**config.mk**
```make
export PLATFORM = sky130hd
export DESIGN_NAME = quasiresonant_gate_sequencer
export DESIGN_NICKNAME = d
export VERILOG_FILES = /design/src/common/qr_seq_pkg.sv /design/src/rtl/quasiresonant_gate_sequencer.sv
export SDC_FILE = /design/constraint.sdc
export NUM_CORES = 1
export LEC_CHECK = 0
export BUFFER_PORTS_ARGS = -buffer_cell sky130_fd_sc_hd__buf_2
export CAP_MARGIN = 15
export CORE_UTILIZATION = 55
export DETAILED_ROUTE_END_ITERATION = 12
export HOLD_SLACK_MARGIN = 0.06
export PLACE_DENSITY_LB_ADDON = 0.15
export SKIP_CTS_REPAIR_TIMING = 1
export SLEW_MARGIN = 20
export SYNTH_ARGS = -nofsm -noshare
export SYNTH_HDL_FRONTEND = slang
export SYNTH_SLANG_ARGS = --single-unit
```
**constraint.sdc**
```tcl
create_clock -name sys_clk -period 9.2 [get_ports sys_clk]
set_input_delay 0 -clock sys_clk [delete_from_list [all_inputs] [get_ports sys_clk]]
set_output_delay 0 -clock sys_clk [all_outputs]
set_load 0.01 [all_outputs]
```
**src/common/qr_seq_pkg.sv**
```systemverilog
package qr_seq_pkg;

  // ---------------------------------------------------------------
  // Clock and timing
  // ---------------------------------------------------------------
  localparam int CLK_MHZ          = 250;
  localparam int RING_SHORT_NS    = 3000;
  localparam int RING_LONG_NS     = 30000;
  localparam int BURST_ARM_NS     = 12000;
  localparam int RESTART_NS       = 50000;
  localparam int COUNT_MS         = 50;
  localparam int SOFT_START_MS    = 24;
  localparam int RING_SHORT_CYC   = RING_SHORT_NS * CLK_MHZ / 1000;
  localparam int RING_LONG_CYC    = RING_LONG_NS * CLK_MHZ / 1000;
  localparam int BURST_ARM_CYC    = BURST_ARM_NS * CLK_MHZ / 1000;
  localparam int RESTART_CYC      = RESTART_NS * CLK_MHZ / 1000;
  localparam int COUNT_CYC        = COUNT_MS * CLK_MHZ * 1000;
  localparam int SOFT_START_CYC   = SOFT_START_MS * CLK_MHZ * 1000;

  // ---------------------------------------------------------------
  // Skip counter
  // ---------------------------------------------------------------
  localparam int          SKIP_W     = 4;
  localparam logic [3:0]  SKIP_RESET = 4'h1;
  localparam logic [3:0]  SKIP_MAX   = 4'hF;
  localparam logic [3:0]  SKIP_MIN   = 4'h0;

  // Comparator results from the analog front end
  typedef struct packed {
    logic pcs_ge_fb;      // Current simulation reached feedback level
    logic zc_above_50m;   // Zero-cross input above 50 mV
    logic zc_above_1v;
    logic zc_above_4v4;
    logic zc_above_5v;
    logic fb_below_2v;
    logic fb_below_3v5;
    logic fb_above_4v4;
    logic fb_above_4v8;
    logic pcs_below_100u; // Off-time current into sim pin too low
    logic fault_trip;
  } cmp_s;

  // Supply comparators
  typedef struct packed {
    logic above_on;       // Supply at turn-on level
    logic below_off_norm; // Supply below 9 V turn-off level
    logic below_off_burst;// Supply below 14.5 V raised turn-off level
    logic above_ovp;      // Supply overvoltage level
    logic below_on_hys;   // Below turn-on level minus burst hysteresis
  } sup_s;

  typedef enum logic [1:0] {
    ST_STARTUP = 2'b00,
    ST_SOFT    = 2'b01,
    ST_RUN     = 2'b11
  } mode_e;

endpackage : qr_seq_pkg

```
**src/rtl/quasiresonant_gate_sequencer.sv**
```systemverilog
`timescale 1ns/1ps
// Overview of operation
// - Current sim reaching feedback turns gate off and starts ringing timer.
// - No turn-on during suppression: 3 us above 1 V, 30 us below.
// - Feedback discharge sink on while zero-cross input above 5 V.
// - Above 4.4 V sets flag; below 50 mV then opens charging resistor.
// - Charging resistor reconnects on each gate falling edge.
// - Gate turns on when crossings counted reach or exceed the 4-bit skip count.
// - Feedback below 3.5 V counts skip up per 50 ms; mid range holds.
// - Feedback above 4.4 V counts skip down per 50 ms trigger.
// - Feedback above 4.8 V loads skip counter with one immediately.
// - Two range flags captured; 50 ms trigger applies then clears them.
// - Burst comparator ignored until 12 us after soft start begins.
// - Burst: feedback below 2 V forces gate low, raises off level.
// - Supply at off level enters start-up; turn-on restarts, normal level.
// - Restart pulse every 50 us turns gate on when input low and gate low.
// - Restart pulse suppressed while zero-cross input above 50 mV.
// - Overvoltage latch disables gate, clears when supply falls below hysteresis.
// - Fault comparator latch disables gate, clears the same way.
// - Off-time sim pin current below 100 uA latches gate off.
// - Each falling 50 mV crossing counts; gate low while input above 50 mV.
// - Soft start ends 24 ms after switch-on, soft-start sink turns off.
// - Start-up mode holds gate low with reference off.
module quasiresonant_gate_sequencer #(
  parameter int COUNT_PERIOD = qr_seq_pkg::COUNT_CYC,
  parameter int SOFT_PERIOD  = qr_seq_pkg::SOFT_START_CYC
) (
  // Clock and reset
  input  wire logic              sys_clk,
  input  wire logic              rst,
  // Comparator inputs
  input  wire qr_seq_pkg::cmp_s  cmp,
  input  wire qr_seq_pkg::sup_s  sup,
  // Power switch and analog controls
  output logic                   gate_drive_r,
  output logic                   fb_sink_en_r,
  output logic                   fb_res_en_r,
  output logic                   soft_sink_en_r,
  output logic                   ref_en_r,
  output logic                   burst_off_sel_r,
  // Status
  output logic [3:0]             skip_count_r,
  output logic                   ovp_latch_r,
  output logic                   fault_latch_r,
  output logic                   uv_latch_r
);
  import qr_seq_pkg::*;

  mode_e       mode_r;
  logic [31:0] soft_cnt_r;
  logic [31:0] period_cnt_r;
  logic        trig;
  logic [15:0] ring_cnt_r;
  logic [15:0] rst_cnt_r;
  logic        zc_prev_r;
  logic        res_flag_r;
  logic        burst_arm_r;
  logic [3:0]  cross_cnt_r;
  logic        up_flag_r;
  logic        dn_flag_r;
  logic        zc_fall;
  logic        turn_off;
  logic        turn_on;
  logic        gate_block;
  logic        restart;

  // ---------------------------------------------------------------
  // Supply mode sequencing
  // ---------------------------------------------------------------
  // Start-up, soft start and run; burst re-enters start-up
  always_ff @(posedge sys_clk or posedge rst) begin
    if (rst) begin
      mode_r     <= ST_STARTUP;
      soft_cnt_r <= '0;
    end else if ((burst_off_sel_r ? sup.below_off_burst : sup.below_off_norm)) begin
      mode_r     <= ST_STARTUP;
      soft_cnt_r <= '0;
    end else begin
      case (mode_r)
        ST_STARTUP: begin
          if (sup.above_on) begin
            mode_r <= ST_SOFT;
          end
        end
        ST_SOFT: begin
          soft_cnt_r <= soft_cnt_r + 32'd1;
          if (soft_cnt_r >= 32'(SOFT_PERIOD - 1)) begin
            mode_r <= ST_RUN;
          end
        end
        default: ;
      endcase
    end
  end

  // Reference and soft-start sink follow the mode
  always_ff @(posedge sys_clk or posedge rst) begin
    if (rst) begin
      ref_en_r       <= 1'b0;
      soft_sink_en_r <= 1'b0;
      burst_arm_r    <= 1'b0;
    end else begin
      ref_en_r       <= (mode_r != ST_STARTUP);
      soft_sink_en_r <= (mode_r == ST_SOFT);
      burst_arm_r    <= (mode_r == ST_RUN) ||
                        (mode_r == ST_SOFT && soft_cnt_r >= 32'(BURST_ARM_CYC));
    end
  end

  // Raised off level held until a fresh turn-on
  always_ff @(posedge sys_clk or posedge rst) begin
    if (rst) begin
      burst_off_sel_r <= 1'b0;
    end else if (burst_arm_r && cmp.fb_below_2v) begin
      burst_off_sel_r <= 1'b1;
    end else if (mode_r == ST_STARTUP && sup.above_on) begin
      burst_off_sel_r <= 1'b0;
    end
  end

  // ---------------------------------------------------------------
  // Protection latches
  // ---------------------------------------------------------------
  // Set wins over clear so a trip is never lost
  always_ff @(posedge sys_clk or posedge rst) begin
    if (rst) begin
      ovp_latch_r   <= 1'b0;
      fault_latch_r <= 1'b0;
      uv_latch_r    <= 1'b0;
    end else begin
      if (sup.above_ovp) ovp_latch_r <= 1'b1;
      else if (sup.below_on_hys) ovp_latch_r <= 1'b0;
      if (cmp.fault_trip) fault_latch_r <= 1'b1;
      else if (sup.below_on_hys) fault_latch_r <= 1'b0;
      // Undervoltage also released by the same supply fall
      if (!gate_drive_r && cmp.pcs_below_100u && mode_r != ST_STARTUP) begin
        uv_latch_r <= 1'b1;
      end else if (sup.below_on_hys) begin
        uv_latch_r <= 1'b0;
      end
    end
  end

  // ---------------------------------------------------------------
  // Timers
  // ---------------------------------------------------------------
  assign trig = (period_cnt_r == 32'(COUNT_PERIOD - 1));

  // Free-running 50 ms trigger
  always_ff @(posedge sys_clk or posedge rst) begin
    if (rst) period_cnt_r <= '0;
    else if (trig) period_cnt_r <= '0;
    else period_cnt_r <= period_cnt_r + 32'd1;
  end

  // Ringing suppression loads on turn-off, length picked by input level
  always_ff @(posedge sys_clk or posedge rst) begin
    if (rst) begin
      ring_cnt_r <= '0;
    end else if (turn_off) begin
      ring_cnt_r <= cmp.zc_above_1v ? 16'(RING_SHORT_CYC) : 16'(RING_LONG_CYC);
    end else if (ring_cnt_r != 16'h0000) begin
      ring_cnt_r <= ring_cnt_r - 16'h0001;
    end
  end

  // Restart timer runs only while gate is low and input under 50 mV
  always_ff @(posedge sys_clk or posedge rst) begin
    if (rst) rst_cnt_r <= '0;
    else if (gate_drive_r || cmp.zc_above_50m || restart) rst_cnt_r <= '0;
    else rst_cnt_r <= rst_cnt_r + 16'h0001;
  end
  assign restart = (rst_cnt_r == 16'(RESTART_CYC - 1));

  // ---------------------------------------------------------------
  // Zero crossings and skip counter
  // ---------------------------------------------------------------
  assign zc_fall = zc_prev_r && !cmp.zc_above_50m;

  // Crossing counter, cleared at each turn-off
  always_ff @(posedge sys_clk or posedge rst) begin
    if (rst) begin
      zc_prev_r   <= 1'b0;
      cross_cnt_r <= '0;
    end else begin
      zc_prev_r <= cmp.zc_above_50m;
      if (turn_off) cross_cnt_r <= '0;
      else if (zc_fall && cross_cnt_r != 4'hF) cross_cnt_r <= cross_cnt_r + 4'h1;
    end
  end

  // Range flags; a capture in the trigger cycle survives the clear
  always_ff @(posedge sys_clk or posedge rst) begin
    if (rst) begin
      up_flag_r <= 1'b0;
      dn_flag_r <= 1'b0;
    end else begin
      up_flag_r <= cmp.fb_below_3v5 | (up_flag_r & ~trig);
      dn_flag_r <= cmp.fb_above_4v4 | (dn_flag_r & ~trig);
    end
  end

  // Skip counter with immediate reload at heavy load
  always_ff @(posedge sys_clk or posedge rst) begin
    if (rst) begin
      skip_count_r <= SKIP_RESET;
    end else if (cmp.fb_above_4v8) begin
      skip_count_r <= SKIP_RESET;
    end else if (trig) begin
      if (dn_flag_r && skip_count_r != SKIP_MIN) begin
        skip_count_r <= skip_count_r - 4'h1;
      end else if (up_flag_r && !dn_flag_r && skip_count_r != SKIP_MAX) begin
        skip_count_r <= skip_count_r + 4'h1;
      end
    end
  end

  // ---------------------------------------------------------------
  // Gate drive
  // ---------------------------------------------------------------
  assign gate_block = (mode_r == ST_STARTUP) || ovp_latch_r || fault_latch_r
                      || uv_latch_r || (burst_arm_r && cmp.fb_below_2v)
                      || burst_off_sel_r || cmp.zc_above_50m;
  assign turn_off   = gate_drive_r && (cmp.pcs_ge_fb || gate_block);
  // Valley match or restart, never inside suppression
  assign turn_on    = !gate_drive_r && !gate_block && ring_cnt_r == 16'h0000
                      && ((zc_fall && ({1'b0, cross_cnt_r} + 5'h01) >= {1'b0, skip_count_r})
                      || restart);

  always_ff @(posedge sys_clk or posedge rst) begin
    if (rst) gate_drive_r <= 1'b0;
    else if (turn_off) gate_drive_r <= 1'b0;
    else if (turn_on) gate_drive_r <= 1'b1;
  end

  // Primary regulation sink and charging resistor control
  always_ff @(posedge sys_clk or posedge rst) begin
    if (rst) begin
      fb_sink_en_r <= 1'b0;
      res_flag_r   <= 1'b0;
      fb_res_en_r  <= 1'b1;
    end else begin
      fb_sink_en_r <= cmp.zc_above_5v;
      if (cmp.zc_above_4v4) res_flag_r <= 1'b1;
      else if (turn_off) res_flag_r <= 1'b0;
      if (turn_off) fb_res_en_r <= 1'b1;
      else if (res_flag_r && !cmp.zc_above_50m) fb_res_en_r <= 1'b0;
    end
  end

  // ---------------------------------------------------------------
  // Checks
  // ---------------------------------------------------------------
  property p_off_on_limit;
    @(posedge sys_clk) disable iff (rst) (gate_drive_r && cmp.pcs_ge_fb) |=> !gate_drive_r;
  endproperty
  a_off_on_limit: assert property (p_off_on_limit) else $error("gate not cut at limit");

  property p_ring_block;
    @(posedge sys_clk) disable iff (rst) $fell(gate_drive_r) |-> !gate_drive_r [*8];
  endproperty
  a_ring_block: assert property (p_ring_block) else $error("turn-on inside ringing");

  property p_zc_low;
    @(posedge sys_clk) disable iff (rst) cmp.zc_above_50m |=> !gate_drive_r;
  endproperty
  a_zc_low: assert property (p_zc_low) else $error("gate high above 50 mV");

  property p_reload;
    @(posedge sys_clk) disable iff (rst) cmp.fb_above_4v8 |=> skip_count_r == 4'h1;
  endproperty
  a_reload: assert property (p_reload) else $error("skip not reloaded");

  property p_hold;
    @(posedge sys_clk) disable iff (rst) !trig && !cmp.fb_above_4v8 |=> $stable(skip_count_r);
  endproperty
  a_hold: assert property (p_hold) else $error("skip moved off trigger");

  property p_ovp;
    @(posedge sys_clk) disable iff (rst) sup.above_ovp |=> ovp_latch_r ##1 !gate_drive_r;
  endproperty
  a_ovp: assert property (p_ovp) else $error("overvoltage not latched");

  property p_fault;
    @(posedge sys_clk) disable iff (rst) cmp.fault_trip |=> fault_latch_r;
  endproperty
  a_fault: assert property (p_fault) else $error("fault not latched");

  property p_res;
    @(posedge sys_clk) disable iff (rst) $fell(gate_drive_r) |-> fb_res_en_r;
  endproperty
  a_res: assert property (p_res) else $error("resistor not reconnected");

  property p_startup;
    @(posedge sys_clk) disable iff (rst) mode_r == ST_STARTUP |=> !gate_drive_r;
  endproperty
  a_startup: assert property (p_startup) else $error("gate high in start-up");

endmodule : quasiresonant_gate_sequencer

```
==> qor.txt <==
status: finished clean
startpoint type of the worst setup path: flip-flop
Synth Cell Area: 5980 sq um
Die Wd: 106 um
crit path DAT: 2680 ps
unrepaired setup endpoints after global routing: false
via/cell ratio: 5.60
vias in the first global route: 4,566
syn nets: 633
leakage power: 3.20 nW
antenna viol nets, final: 0
Filler cells: 800
synthesized area per cell: 9.93 sq um
Int Pwr: 1.17 mW
TritonCTS Sinks: 120
synthesized instance count: 602
Seq/Total Area, Yosys: 50.3%
layout cells sized above 1: 12.1%
clock skew: 8.49 ps
pin count of the biggest net entering global routing: 82
crit path capture type: flip-flop
switching power: 329 uW
Die ar.: 11,300 sq um
Flop pwr share: 38.0%
flop2flop setup slack: 6930 ps
CP Max Fanout: 7
root buffer cell: clkbuf_8
synthesized flop and latch total: 120
post-DR wirelength/cell: 15.0 um
Starting Density: 57.4%
Fin. Hold Viols: 0
dpl ws: 6940 ps
DRT iter0 DRCs: 255
FF-to-FF path depth: 8
Yosys top cell area share: 49.4%
first-pass GRT wire length: 21.5 mm
IO Port Bufs: 30
most frequent cell after synthesis: dfrtp_1
Yosys top cell by area: dfrtp_1
FFs w/ async S/R, synth: 100%
Comb pwr share: 8.8%
origin of the critical flop-to-flop path: skip_count_r[0]
r2r endpoint: skip_count_r[3]
Post-Route WL: 12.1 mm
Vias: 4,512
CTS tree: built
most common flop cell mapped by yosys: dfrtp_1
worst skew pair latency: 530 ps
post-layout min period: 2270 ps
worst setup path class: flip-flop to flip-flop
PD cells: 210 nW/um^2
Final #Nets: 688
antenna violations before repair: 1
final worst setup slack: 6930 ps
Worst Tran Pin Value: 786 ps
Total GRT Usage: 24.3%
Fmax: 0.440 GHz
Worst-path clk slew: 60 ps
final worst-path cycle share: 24.7%
Final setup viols: 0
total CTS buffers: 17
H-tree Lvls: 4
fin. max-slew vios: 0
Die H: 106 um
CORE AREA: 10,400 sq um
Synth warnings: 0
Max Cap Viol: 0
Yosys cell types: 56
CP required: 9610 ps
Clk pwr share: 53.1%
Net Sw Frac: 21.9%
Row Count: 37
Layout area overhead: 19.7%
peak supply drop: 0.149 mV
setup TNS: 0 ps
worst-case clock buffer depth: 2
GR Overflow Total: 0
router iterations before antenna repair: 4
Slew headroom: 47.2%
DRC Markers: 0
main area contributors after synthesis: dfrtp_1 (49%), xor2_1 (7.6%), nor2_1 (6.3%), xnor2_1 (5.6%), nand3_1 (4.0%)
antenna cells: 0
hpwl dp: 8.13 mm
top-level I/O count: 31
routability cong.: 0.854
commonest cells in the netlist: dfrtp_1 (118), nor2_1 (100), xor2_1 (52)
EDFF count, synth: 0
Hold Path Class: input pin to async pin
final cells by class:
cell class | count | area, sq um | area share (%)
Clock buffer | 19 | 442 | 6.17
Clock inverter | 13 | 272 | 3.80
Inverter | 22 | 85.1 | 1.19
Multi-Input combinational cell | 446 | 2830 | 39.6
Sequential cell | 120 | 3010 | 42.0
Tap cell | 136 | 170 | 2.38
Timing Repair Buffer | 50 | 349 | 4.88
kinds of logic (layout without fill, tap and decap cells):
logic type,after synthesis,in the layout,synth area share [%]
mux,6,6,1.05
xor+xnor,90,90,13.2
flops,120,120,50.3
compound gates,47,47,4.90
buf+inv,36,104,2.39
simple gates,290,290,25.4
fa+ha+maj,13,13,2.85
per-layer routing:
metal	global-route usage (%)	share of wire [%]	vias to the layer above
li1	-	-	2180
met1	31.4	47	2229
met2	39.7	48	78
met3	6.32	3.5	23
met4	8.33	1.5	2
met5	0	0.11	-
worst max-delay path, stage by stage, from the launching register on:
cell	delay (ps)
dfstp_2	610
nor4_1	80
nor2_1	320
ha_1	320
a21o_1	180
a21oi_1	170
xnor2_1	130
nand2_1	70
mux2_2	280
cell usage in the layout (no fill, tap or decap), types with 3 or more instances in the layout:
cell type,count
nor3_1,16
clkbuf_8,3
nor4b_1,4
nor2b_1,5
nand2_1,40
a21o_1,4
buf_2,30
bufinv_16,8
nor3b_1,3
dlygate4sd3_1,18
ha_1,12
a21oi_1,12
nor4_1,9
o22ai_1,3
and3_1,15
o21ai_0,13
inv_1,21
xnor2_1,38
xor2_1,52
nand4_1,18
dfrtp_1,118
nand2b_1,4
nor2_1,100
and4_1,5
mux2i_1,4
nor4_4,3
nand3_1,48
clkinv_2,3
clkbuf_16,16
or3_1,3
power groups by stage:
stage / clock network [mW] / logic [mW] / registers, mW
4_1_cts: 0.806 / 0.126 / 0.571
3_5_place_dp: 0 / 0.124 / 0.580
3_3_place_gp: 0 / 0.119 / 0.578
6_report: 0.797 / 0.133 / 0.571
5_1_grt: 0.831 / 0.155 / 0.574
2_1_floorplan: 0 / 0.0888 / 0.577
registers in the layout, summed over array words and instances, names as in the netlist, 2 cells and up:
register / cells
soft_cnt_r: 32
cross_cnt_r: 4
ring_cnt_r: 16
period_cnt_r: 32
skip_count_r: 4
rst_cnt_r: 16
mode_r: 2
per-stage QoR:
step | total power [mW] | util, % | std cells | instance area, sq um | hold WS, ps
after detailed placement | 0.704 | 60.1 | 756 | 6260 | 71.2
after floorplan | 0.666 | - | 602 | 5980 | 31.4
after CTS | 1.50 | 66.9 | 788 | 6970 | -486
after global placement | 0.697 | 60.1 | 756 | 6260 | 70.3
after global routing | 1.56 | 68.7 | 806 | 7150 | 102
final | 1.50 | 68.7 | 806 | 7150 | 57.2
how the worst max path moves through the flow:
stage,startpoint,endpoint,slack (ps),depth (start not counted)
2_1_floorplan,rst,burst_arm_r,6020,1
3_3_place_gp,skip_count_r[0],skip_count_r[3],7010,8
3_5_place_dp,skip_count_r[0],skip_count_r[3],6940,8
4_1_cts,skip_count_r[0],skip_count_r[3],6930,8
5_1_grt,skip_count_r[0],skip_count_r[3],6730,8
6_report,skip_count_r[0],skip_count_r[3],6930,8
(Power assumes the default switching activity.)
